**src/logic/aisp_pkg.sv**
```systemverilog
// Package: register map, field layout and types of the converter input select and pin mode block
package aisp_pkg;
  localparam int ADDR_W = 8;
  localparam logic [7:0] OFS_CH0_SEL = 8'h00;
  localparam logic [7:0] OFS_PIN_MODE_BIT_HIGH = 8'h04;
  localparam logic [7:0] OFS_PIN_MODE_BIT_LOW = 8'h08;
  localparam logic [7:0] OFS_PCFG2_LOW = 8'h0C;
  localparam logic [7:0] OFS_MOD_DIS = 8'h10;
  localparam logic [7:0] OFS_STATUS = 8'h14;
  localparam logic [7:0] OFS_CH0_SEL2 = 8'h18;
  localparam logic [1:0] RST_MOD_DIS = 2'h0;
  localparam logic [15:0] RST_CH0_SEL = 16'h0000;
  localparam logic [15:0] RST_PIN_MODE_BIT = 16'h0000;
  localparam logic [15:0] CH0_SEL_MASK = 16'h9F9F;
  localparam int SA_POS_LSB = 0;
  localparam int SA_NEG_BIT = 7;
  localparam int SB_POS_LSB = 8;
  localparam int SB_NEG_BIT = 15;
  localparam int SEL_W = 5;
  localparam int MD1_BIT = 0;
  localparam int MD2_BIT = 1;
  localparam logic [4:0] SECOND_MAX_SEL = 5'h0F;
  localparam logic [4:0] NEG_ANALOG_INPUT = 5'h01;

  typedef struct packed {
    logic [4:0] pos;
    logic neg_is_an1;
  } aisp_route_s;

  typedef struct packed {
    logic cyc;
    logic stb;
    logic we;
    logic [3:0] sel;
    logic [7:0] adr;
    logic [31:0] dat;
  } aisp_wb_req_s;
endpackage

```
**src/logic/aisp_sel_reg.sv**
```systemverilog
// Channel select register with masked unimplemented bits and route decode
`timescale 1ns/1ps
module aisp_sel_reg import aisp_pkg::*; #(
  parameter logic [4:0] MAX_SEL = 5'h1F
) (
  input wire logic clk_i,
  input wire logic rst_i,
  input wire logic wr_i,
  input wire logic [15:0] wdata_i,
  output logic [15:0] value_o,
  output aisp_route_s route_a_o,
  output aisp_route_s route_b_o
);
  logic [15:0] value;
  logic [15:0] next_value;
  logic [4:0] sa;
  logic [4:0] sb;

  always_comb begin
    next_value = value;
    if (wr_i) begin
      next_value = wdata_i & CH0_SEL_MASK;
    end
  end

  always_ff @(posedge clk_i) begin
    if (rst_i) begin
      value <= RST_CH0_SEL;
    end else begin
      value <= next_value;
    end
  end

  // Out-of-range codes are clamped so an unsupported input is never routed
  assign sa = value[SA_POS_LSB +: SEL_W];
  assign sb = value[SB_POS_LSB +: SEL_W];
  assign route_a_o.pos = (sa > MAX_SEL) ? MAX_SEL : sa;
  assign route_b_o.pos = (sb > MAX_SEL) ? MAX_SEL : sb;
  assign route_a_o.neg_is_an1 = value[SA_NEG_BIT];
  assign route_b_o.neg_is_an1 = value[SB_NEG_BIT];
  assign value_o = value;
endmodule

```
**src/logic/aisp_pin_cfg.sv**
```systemverilog
// One 16-bit pin mode configuration register
`timescale 1ns/1ps
module aisp_pin_cfg import aisp_pkg::*; (
  input wire logic clk_i,
  input wire logic rst_i,
  input wire logic wr_i,
  input wire logic [15:0] wdata_i,
  output logic [15:0] value_o
);
  logic [15:0] value;
  logic [15:0] next_value;

  always_comb begin
    next_value = value;
    if (wr_i) begin
      next_value = wdata_i;
    end
  end

  always_ff @(posedge clk_i) begin
    if (rst_i) begin
      value <= RST_PIN_MODE_BIT;
    end else begin
      value <= next_value;
    end
  end

  assign value_o = value;
endmodule

```
**src/logic/aisp_top.sv**
```systemverilog
// Converter input select and analog pin mode control with a Wishbone slave
//
// Our own choices: the Wishbone register port and the placing of the registers.
`timescale 1ns/1ps
module aisp_top import aisp_pkg::*; #(
  parameter int NUM_INPUTS = 32,
  parameter bit TWO_CONVERTERS = 1'b1
) (
  input wire logic clk_i,
  input wire logic rst_i,
  input wire logic wb_cyc_i,
  input wire logic wb_stb_i,
  input wire logic wb_we_i,
  input wire logic [3:0] wb_sel_i,
  input wire logic [ADDR_W-1:0] wb_adr_i,
  input wire logic [31:0] wb_dat_i,
  output logic [31:0] wb_dat_o,
  output logic wb_ack_o,
  output logic wb_err_o,
  output logic [31:0] pin_digital_o,
  output logic [31:0] port_read_en_o,
  output logic [31:0] mux_grounded_o,
  output logic [31:0] pin_sampled_o,
  output aisp_route_s conv1_route_a_o,
  output aisp_route_s conv1_route_b_o,
  output aisp_route_s conv2_route_a_o,
  output aisp_route_s conv2_route_b_o
);
  aisp_wb_req_s req;
  logic access;
  logic ack;
  logic next_ack;
  logic err;
  logic next_err;
  logic [31:0] rdata;
  logic [31:0] next_rdata;
  logic hit;
  logic wr_ok;
  logic wr_sel1;
  logic wr_sel2;
  logic wr_high;
  logic wr_low1;
  logic wr_low2;
  logic wr_md;
  logic [1:0] module_disable;
  logic [1:0] next_module_disable;
  logic [15:0] sel1_value;
  logic [15:0] sel2_value;
  logic [15:0] pin_mode_bit_high;
  logic [15:0] pin_mode_bit_low1;
  logic [15:0] pin_mode_bit_low2;
  logic [31:0] present;
  logic [31:0] cfg1;
  logic [31:0] cfg2;
  logic [31:0] analog;
  logic [31:0] next_digital;
  logic [31:0] digital;
  logic [7:0] ofs;

  assign req = '{cyc: wb_cyc_i, stb: wb_stb_i, we: wb_we_i, sel: wb_sel_i,
                 adr: wb_adr_i, dat: wb_dat_i};
  // One-cycle answer: ack only while no ack is pending, so it drops after a cycle
  assign access = req.cyc && req.stb && !ack && !err;
  assign ofs = req.adr;

  always_comb begin
    hit = 1'b1;
    case (ofs)
      OFS_CH0_SEL: hit = 1'b1;
      OFS_PIN_MODE_BIT_HIGH: hit = 1'b1;
      OFS_PIN_MODE_BIT_LOW: hit = 1'b1;
      OFS_PCFG2_LOW: hit = TWO_CONVERTERS;
      OFS_CH0_SEL2: hit = TWO_CONVERTERS;
      OFS_MOD_DIS: hit = 1'b1;
      OFS_STATUS: hit = 1'b1;
      default: hit = 1'b0;
    endcase
  end

  // Writes need both low byte lanes, since every writable register fits in the low 16 bits
  assign wr_ok = access && hit && req.we && (req.sel[1:0] == 2'b11);
  assign wr_sel1 = wr_ok && (ofs == OFS_CH0_SEL);
  assign wr_sel2 = wr_ok && (ofs == OFS_CH0_SEL2) && TWO_CONVERTERS;
  assign wr_high = wr_ok && (ofs == OFS_PIN_MODE_BIT_HIGH);
  assign wr_low1 = wr_ok && (ofs == OFS_PIN_MODE_BIT_LOW);
  assign wr_low2 = wr_ok && (ofs == OFS_PCFG2_LOW);
  assign wr_md = wr_ok && (ofs == OFS_MOD_DIS);

  aisp_sel_reg #(.MAX_SEL(5'h1F)) u_sel1 (
    .clk_i(clk_i),
    .rst_i(rst_i),
    .wr_i(wr_sel1),
    .wdata_i(req.dat[15:0]),
    .value_o(sel1_value),
    .route_a_o(conv1_route_a_o),
    .route_b_o(conv1_route_b_o)
  );

  // Second converter shares the same select layout but is limited to 0-15
  aisp_sel_reg #(.MAX_SEL(SECOND_MAX_SEL)) u_sel2 (
    .clk_i(clk_i),
    .rst_i(rst_i),
    .wr_i(wr_sel2),
    .wdata_i(req.dat[15:0]),
    .value_o(sel2_value),
    .route_a_o(conv2_route_a_o),
    .route_b_o(conv2_route_b_o)
  );

  aisp_pin_cfg u_high (
    .clk_i(clk_i),
    .rst_i(rst_i),
    .wr_i(wr_high),
    .wdata_i(req.dat[15:0]),
    .value_o(pin_mode_bit_high)
  );

  aisp_pin_cfg u_low1 (
    .clk_i(clk_i),
    .rst_i(rst_i),
    .wr_i(wr_low1),
    .wdata_i(req.dat[15:0]),
    .value_o(pin_mode_bit_low1)
  );

  aisp_pin_cfg u_low2 (
    .clk_i(clk_i),
    .rst_i(rst_i),
    .wr_i(wr_low2 && TWO_CONVERTERS),
    .wdata_i(req.dat[15:0]),
    .value_o(pin_mode_bit_low2)
  );

  always_comb begin
    next_module_disable = module_disable;
    if (wr_md) begin
      next_module_disable = req.dat[1:0];
    end
    if (!TWO_CONVERTERS) begin
      next_module_disable[MD2_BIT] = 1'b0;
    end
  end

  always_ff @(posedge clk_i) begin
    if (rst_i) begin
      module_disable <= RST_MOD_DIS;
    end else begin
      module_disable <= next_module_disable;
    end
  end

  // Pin mode resolution
  always_comb begin
    for (int i = 0; i < 32; i++) begin
      present[i] = (i < NUM_INPUTS);
    end
    cfg1 = {pin_mode_bit_high, pin_mode_bit_low1};
    cfg2 = {16'hFFFF, pin_mode_bit_low2};
    // Analog only if an enabled converter asks for it; a disabled one stays out
    analog = (module_disable[MD1_BIT] ? 32'h0000_0000 : ~cfg1);
    if (TWO_CONVERTERS && !module_disable[MD2_BIT]) begin
      analog = analog | ~cfg2;
    end
    analog = analog & present;
    next_digital = ~analog;
  end

  always_ff @(posedge clk_i) begin
    if (rst_i) begin
      digital <= 32'h0000_0000;
    end else begin
      digital <= next_digital;
    end
  end

  assign pin_digital_o = digital & present;
  assign port_read_en_o = digital & present;
  assign mux_grounded_o = digital & present;
  assign pin_sampled_o = ~digital & present;

  // Bus answer
  always_comb begin
    next_ack = 1'b0;
    next_err = 1'b0;
    next_rdata = rdata;
    if (access) begin
      next_ack = hit;
      next_err = !hit;
      next_rdata = 32'h0000_0000;
      case (ofs)
        OFS_CH0_SEL: next_rdata[15:0] = sel1_value;
        OFS_PIN_MODE_BIT_HIGH: next_rdata[15:0] = pin_mode_bit_high;
        OFS_PIN_MODE_BIT_LOW: next_rdata[15:0] = pin_mode_bit_low1;
        OFS_PCFG2_LOW: next_rdata[15:0] = pin_mode_bit_low2;
        OFS_CH0_SEL2: next_rdata[15:0] = sel2_value;
        OFS_MOD_DIS: next_rdata[1:0] = module_disable;
        OFS_STATUS: next_rdata = digital;
        default: next_rdata = 32'h0000_0000;
      endcase
    end
  end

  always_ff @(posedge clk_i) begin
    if (rst_i) begin
      ack <= 1'b0;
      err <= 1'b0;
      rdata <= 32'h0000_0000;
    end else begin
      ack <= next_ack;
      err <= next_err;
      rdata <= next_rdata;
    end
  end

  assign wb_ack_o = ack;
  assign wb_err_o = err;
  assign wb_dat_o = rdata;
endmodule

```
**config.mk**
```make
export PLATFORM = sky130hd
export DESIGN_NAME = aisp_top
export DESIGN_NICKNAME = d
export VERILOG_FILES = /design/src/logic/aisp_pkg.sv /design/src/logic/aisp_sel_reg.sv /design/src/logic/aisp_pin_cfg.sv /design/src/logic/aisp_top.sv
export SDC_FILE = /design/constraint.sdc
export NUM_CORES = 1
export LEC_CHECK = 0
export ABC_AREA = 0
export BUFFER_PORTS_ARGS = -buffer_cell sky130_fd_sc_hd__buf_2
export CAP_MARGIN = 20
export CORE_ASPECT_RATIO = 1.25
export CORE_MARGIN = 8
export CORE_UTILIZATION = 45
export CTS_CLUSTER_DIAMETER = 50
export CTS_CLUSTER_SIZE = 12
export DETAILED_ROUTE_END_ITERATION = 7
export PLACE_DENSITY = 0.7
export SLEW_MARGIN = 20
export SYNTH_ARGS = -nofsm -noshare
export SYNTH_HDL_FRONTEND = slang
export SYNTH_HIERARCHICAL = 1
export SYNTH_SLANG_ARGS = --single-unit
```
**constraint.sdc**
```tcl
create_clock -name clk_i -period 6.7 [get_ports clk_i]
set_clock_uncertainty 0.2 [all_clocks]
set_input_delay 0.335 -clock clk_i [delete_from_list [all_inputs] [get_ports clk_i]]
set_output_delay 0.335 -clock clk_i [all_outputs]
set_load 0.005 [all_outputs]
```
==> impl_metrics.ini <==
[outcome]
status = finished, final reports clean

[finish]
drive_gt1_share_pct = 33.8
final_cell_mix = buf_2, nor2_1, dfxtp_1
final_common_cell = buf_2
fin_area_um2 = 7820
nFillCells = 1305
fin_nets = 888
area_growth_syn_to_layout_pct = 17.2

[sta]
worst_slew_pin_slew_ns = 1.08
period_share_pct = 47.3
hold_viol = 0
rsz0062_at_grt = false
maxSlewViolCount = 0
holdWs_ns = 0.0297
fin_crit_ns = 3.17
setup_viol = 0
max_freq_mhz = 316
slew_headroom_pct = 27.3
tns_ns = 0

[synthesis]
synthAdderAreaFrac_pct = 0
yosys_warnings = 6
synth-compound-area-share_pct = 12.3
synthesis.area_um2 = 6670
synth_seq_area_share_pct = 42.0
synthXorXnorAreaFrac_pct = 0
synthCells = 725
synth_area_per_cell_um2 = 9.21
synth_top_family_by_area = buffers and inverters
synth_cell_types = 45
yosys.area_share.simple_pct = 13.3
yosys_register_bits = 140
muxShareOfSynthArea_pct = 15.7

[clock_network]
cts_resized = 0
cts.clk_slew.worst_paths_ns = 0.06
cts_setup_buffers = 0
hold_buffers = 4
cts_root_buffer = clkbuf_16
clock_latency_ns = 0.42
cts_buffers = 17
clockBufferDepth = 2
cts_sinks = 140
htree_num_levels = 4
cts_tree = done

[drt]
wirelength_um = 18900
drtIter0Drc = 428
final_antenna_net_count = 0
route.detailed.drc = 0
routedWlPerCell_um = 18.3
vias = 5346
drt_pass1_iterations = 5
via_per_inst = 5.19

[setup_path]
ff2ff_path_depth = 8
critPathLaunchType = flip-flop
r2r_slack_ns = 3.53
r2r_end = u_sel1/value_o[1]
cp-end-kind = flip-flop
path_class = reg -> reg
r2r_start = wb_ack_o
required_ns = 6.79
cp_max_fo = 29
arrival_ns = 3.26

[floorplanning]
die_h_um = 152
fp.dieW_um = 125
start_util_pct = 46.1
pin_count = 235
row_count = 49
die_area_um2 = 19000
fp.coreArea_um2 = 14500

[min_path]
min_to = u_high/value_o[10]
min-delay-start = wb_dat_i[10]
hold_depth = 3
hold_class = in -> reg

[flow_run]
maxCapViolations = 0

[pwr]
powerDensity_nw_per_um2 = 248
power.leakage_uw = 0.00331
irDropWorstVdd_v = 0.000128

[place]
port_buffers = 214
place_hpwl_um = 12900
place_congestion = 0.799
place_area_um2 = 7140

[global_routing]
grt_use_total_pct = 19.4
grt_pass1_wl_um = 29500
first_global_vias = 5335
antenna_found_initial = 1
global_route.overflow_total = 0
grt_max_degree = 94
worst max path at each step:
stage / cells past startpoint / start / to / slack [ns]
3_3_place_gp: 6 / wb_adr_i[2] / u_sel1/value_o[7] / 3.46
3_5_place_dp: 6 / wb_adr_i[2] / u_sel1/value_o[7] / 3.48
6_report: 8 / wb_ack_o / u_sel1/value_o[1] / 3.53
4_1_cts: 8 / wb_ack_o / u_sel1/value_o[7] / 3.55
5_1_grt: 8 / wb_ack_o / u_sel1/value_o[7] / 3.39
2_1_floorplan: 8 / wb_stb_i / u_sel1/value_o[0] / 4.43
worst max-delay path, cell delays in order, from the launching register on:
cell	delay (ns)
dfxtp_1	0.35
nor4bb_4	0.27
buf_4	0.37
nand3_1	0.15
or3_1	0.38
nor2_1	0.69
buf_4	0.33
mux2i_1	0.22
nor2_1	0.06
state kept, by name, indices dropped and copies added, names as in the netlist, 2 cells and up:
name and cells:
u_low1/value_o 16, u_sel1/value_o 12, u_low2/value_o 16, u_sel2/value_o 12
module_disable 2, wb_dat_o 32, mux_grounded_o 32, u_high/value_o 16
final cells by class:
class,instances,area (um^2),share of cell area [%]
inverter,39,146,1.87
tap,178,223,2.85
antenna,1,2.50,0.0320
multi-input combinational,413,2830,36.1
sequential,140,2800,35.8
clock buffer,17,425,5.44
timing repair buffer,228,1190,15.2
clock inverter,15,210,2.69
layer usage:
layer  share of wire, %  global-route usage, %
met1                 41                   21.0
met2                 50                   34.4
met3                6.9                   6.51
met4                1.6                   6.51
met5                  0                      0
cell families (layout without fill, tap and decap cells):
family                 after synthesis  after routing
and+or+nand+nor                    198            198
buffers and inverters              180            299
DFF                                140            140
muxes                              103            103
AOI/OAI and AO/OA                  102            102
other                                2             11
stage by stage:
| step | power (uW) | utilization, % | setup slack (ns) | cells |
|---|---|---|---|---|
| after floorplan | 916 | - | 4.43 | 733 |
| after global placement | 946 | 49.4 | 3.46 | 994 |
| after detailed placement | 946 | 49.4 | 3.48 | 994 |
| after CTS | 1960 | 54.0 | 3.55 | 1030 |
| after global routing | 2010 | 54.1 | 3.39 | 1031 |
| final | 1940 | 54.1 | 3.53 | 1031 |
power breakdown:
group | switching [uW] | internal [uW]
Sequential | 2.74 | 838
Combinational | 60.9 | 28.9
Clock | 384 | 629
Total | 448 | 1500
synthesized netlist by cell type (all sizes together):
library cell / number / area share [%]
mux2: 1 / 0.17
conb: 2 / 0.11
o22ai: 19 / 1.8
o221ai: 1 / 0.13
nand4: 1 / 0.094
nor2b: 1 / 0.094
a22oi: 30 / 3.4
o32ai: 7 / 1.7
a2bb2oi: 1 / 0.13
o2bb2ai: 11 / 1.4
nor3: 3 / 0.22
a211oi: 14 / 1.7
a22o: 4 / 0.54
nand2: 2 / 0.11
nor2: 161 / 9.1
clkbuf: 34 / 1.9
nor4b: 3 / 0.84
or4b: 2 / 0.41
and3: 2 / 0.19
inv: 39 / 2.2
or2: 8 / 0.75
nor4bb: 2 / 0.30
a211o: 4 / 0.52
or4: 1 / 0.11
nand3: 5 / 0.37
nor4: 2 / 0.19
or3: 3 / 0.30
and4: 2 / 0.26
a32o: 1 / 0.15
dfxtp: 140 / 42
mux4: 1 / 0.34
mux2i: 101 / 15
buf: 107 / 12
o21a: 1 / 0.11
a21oi: 9 / 0.67
Power figures use the tool's default switching activity.
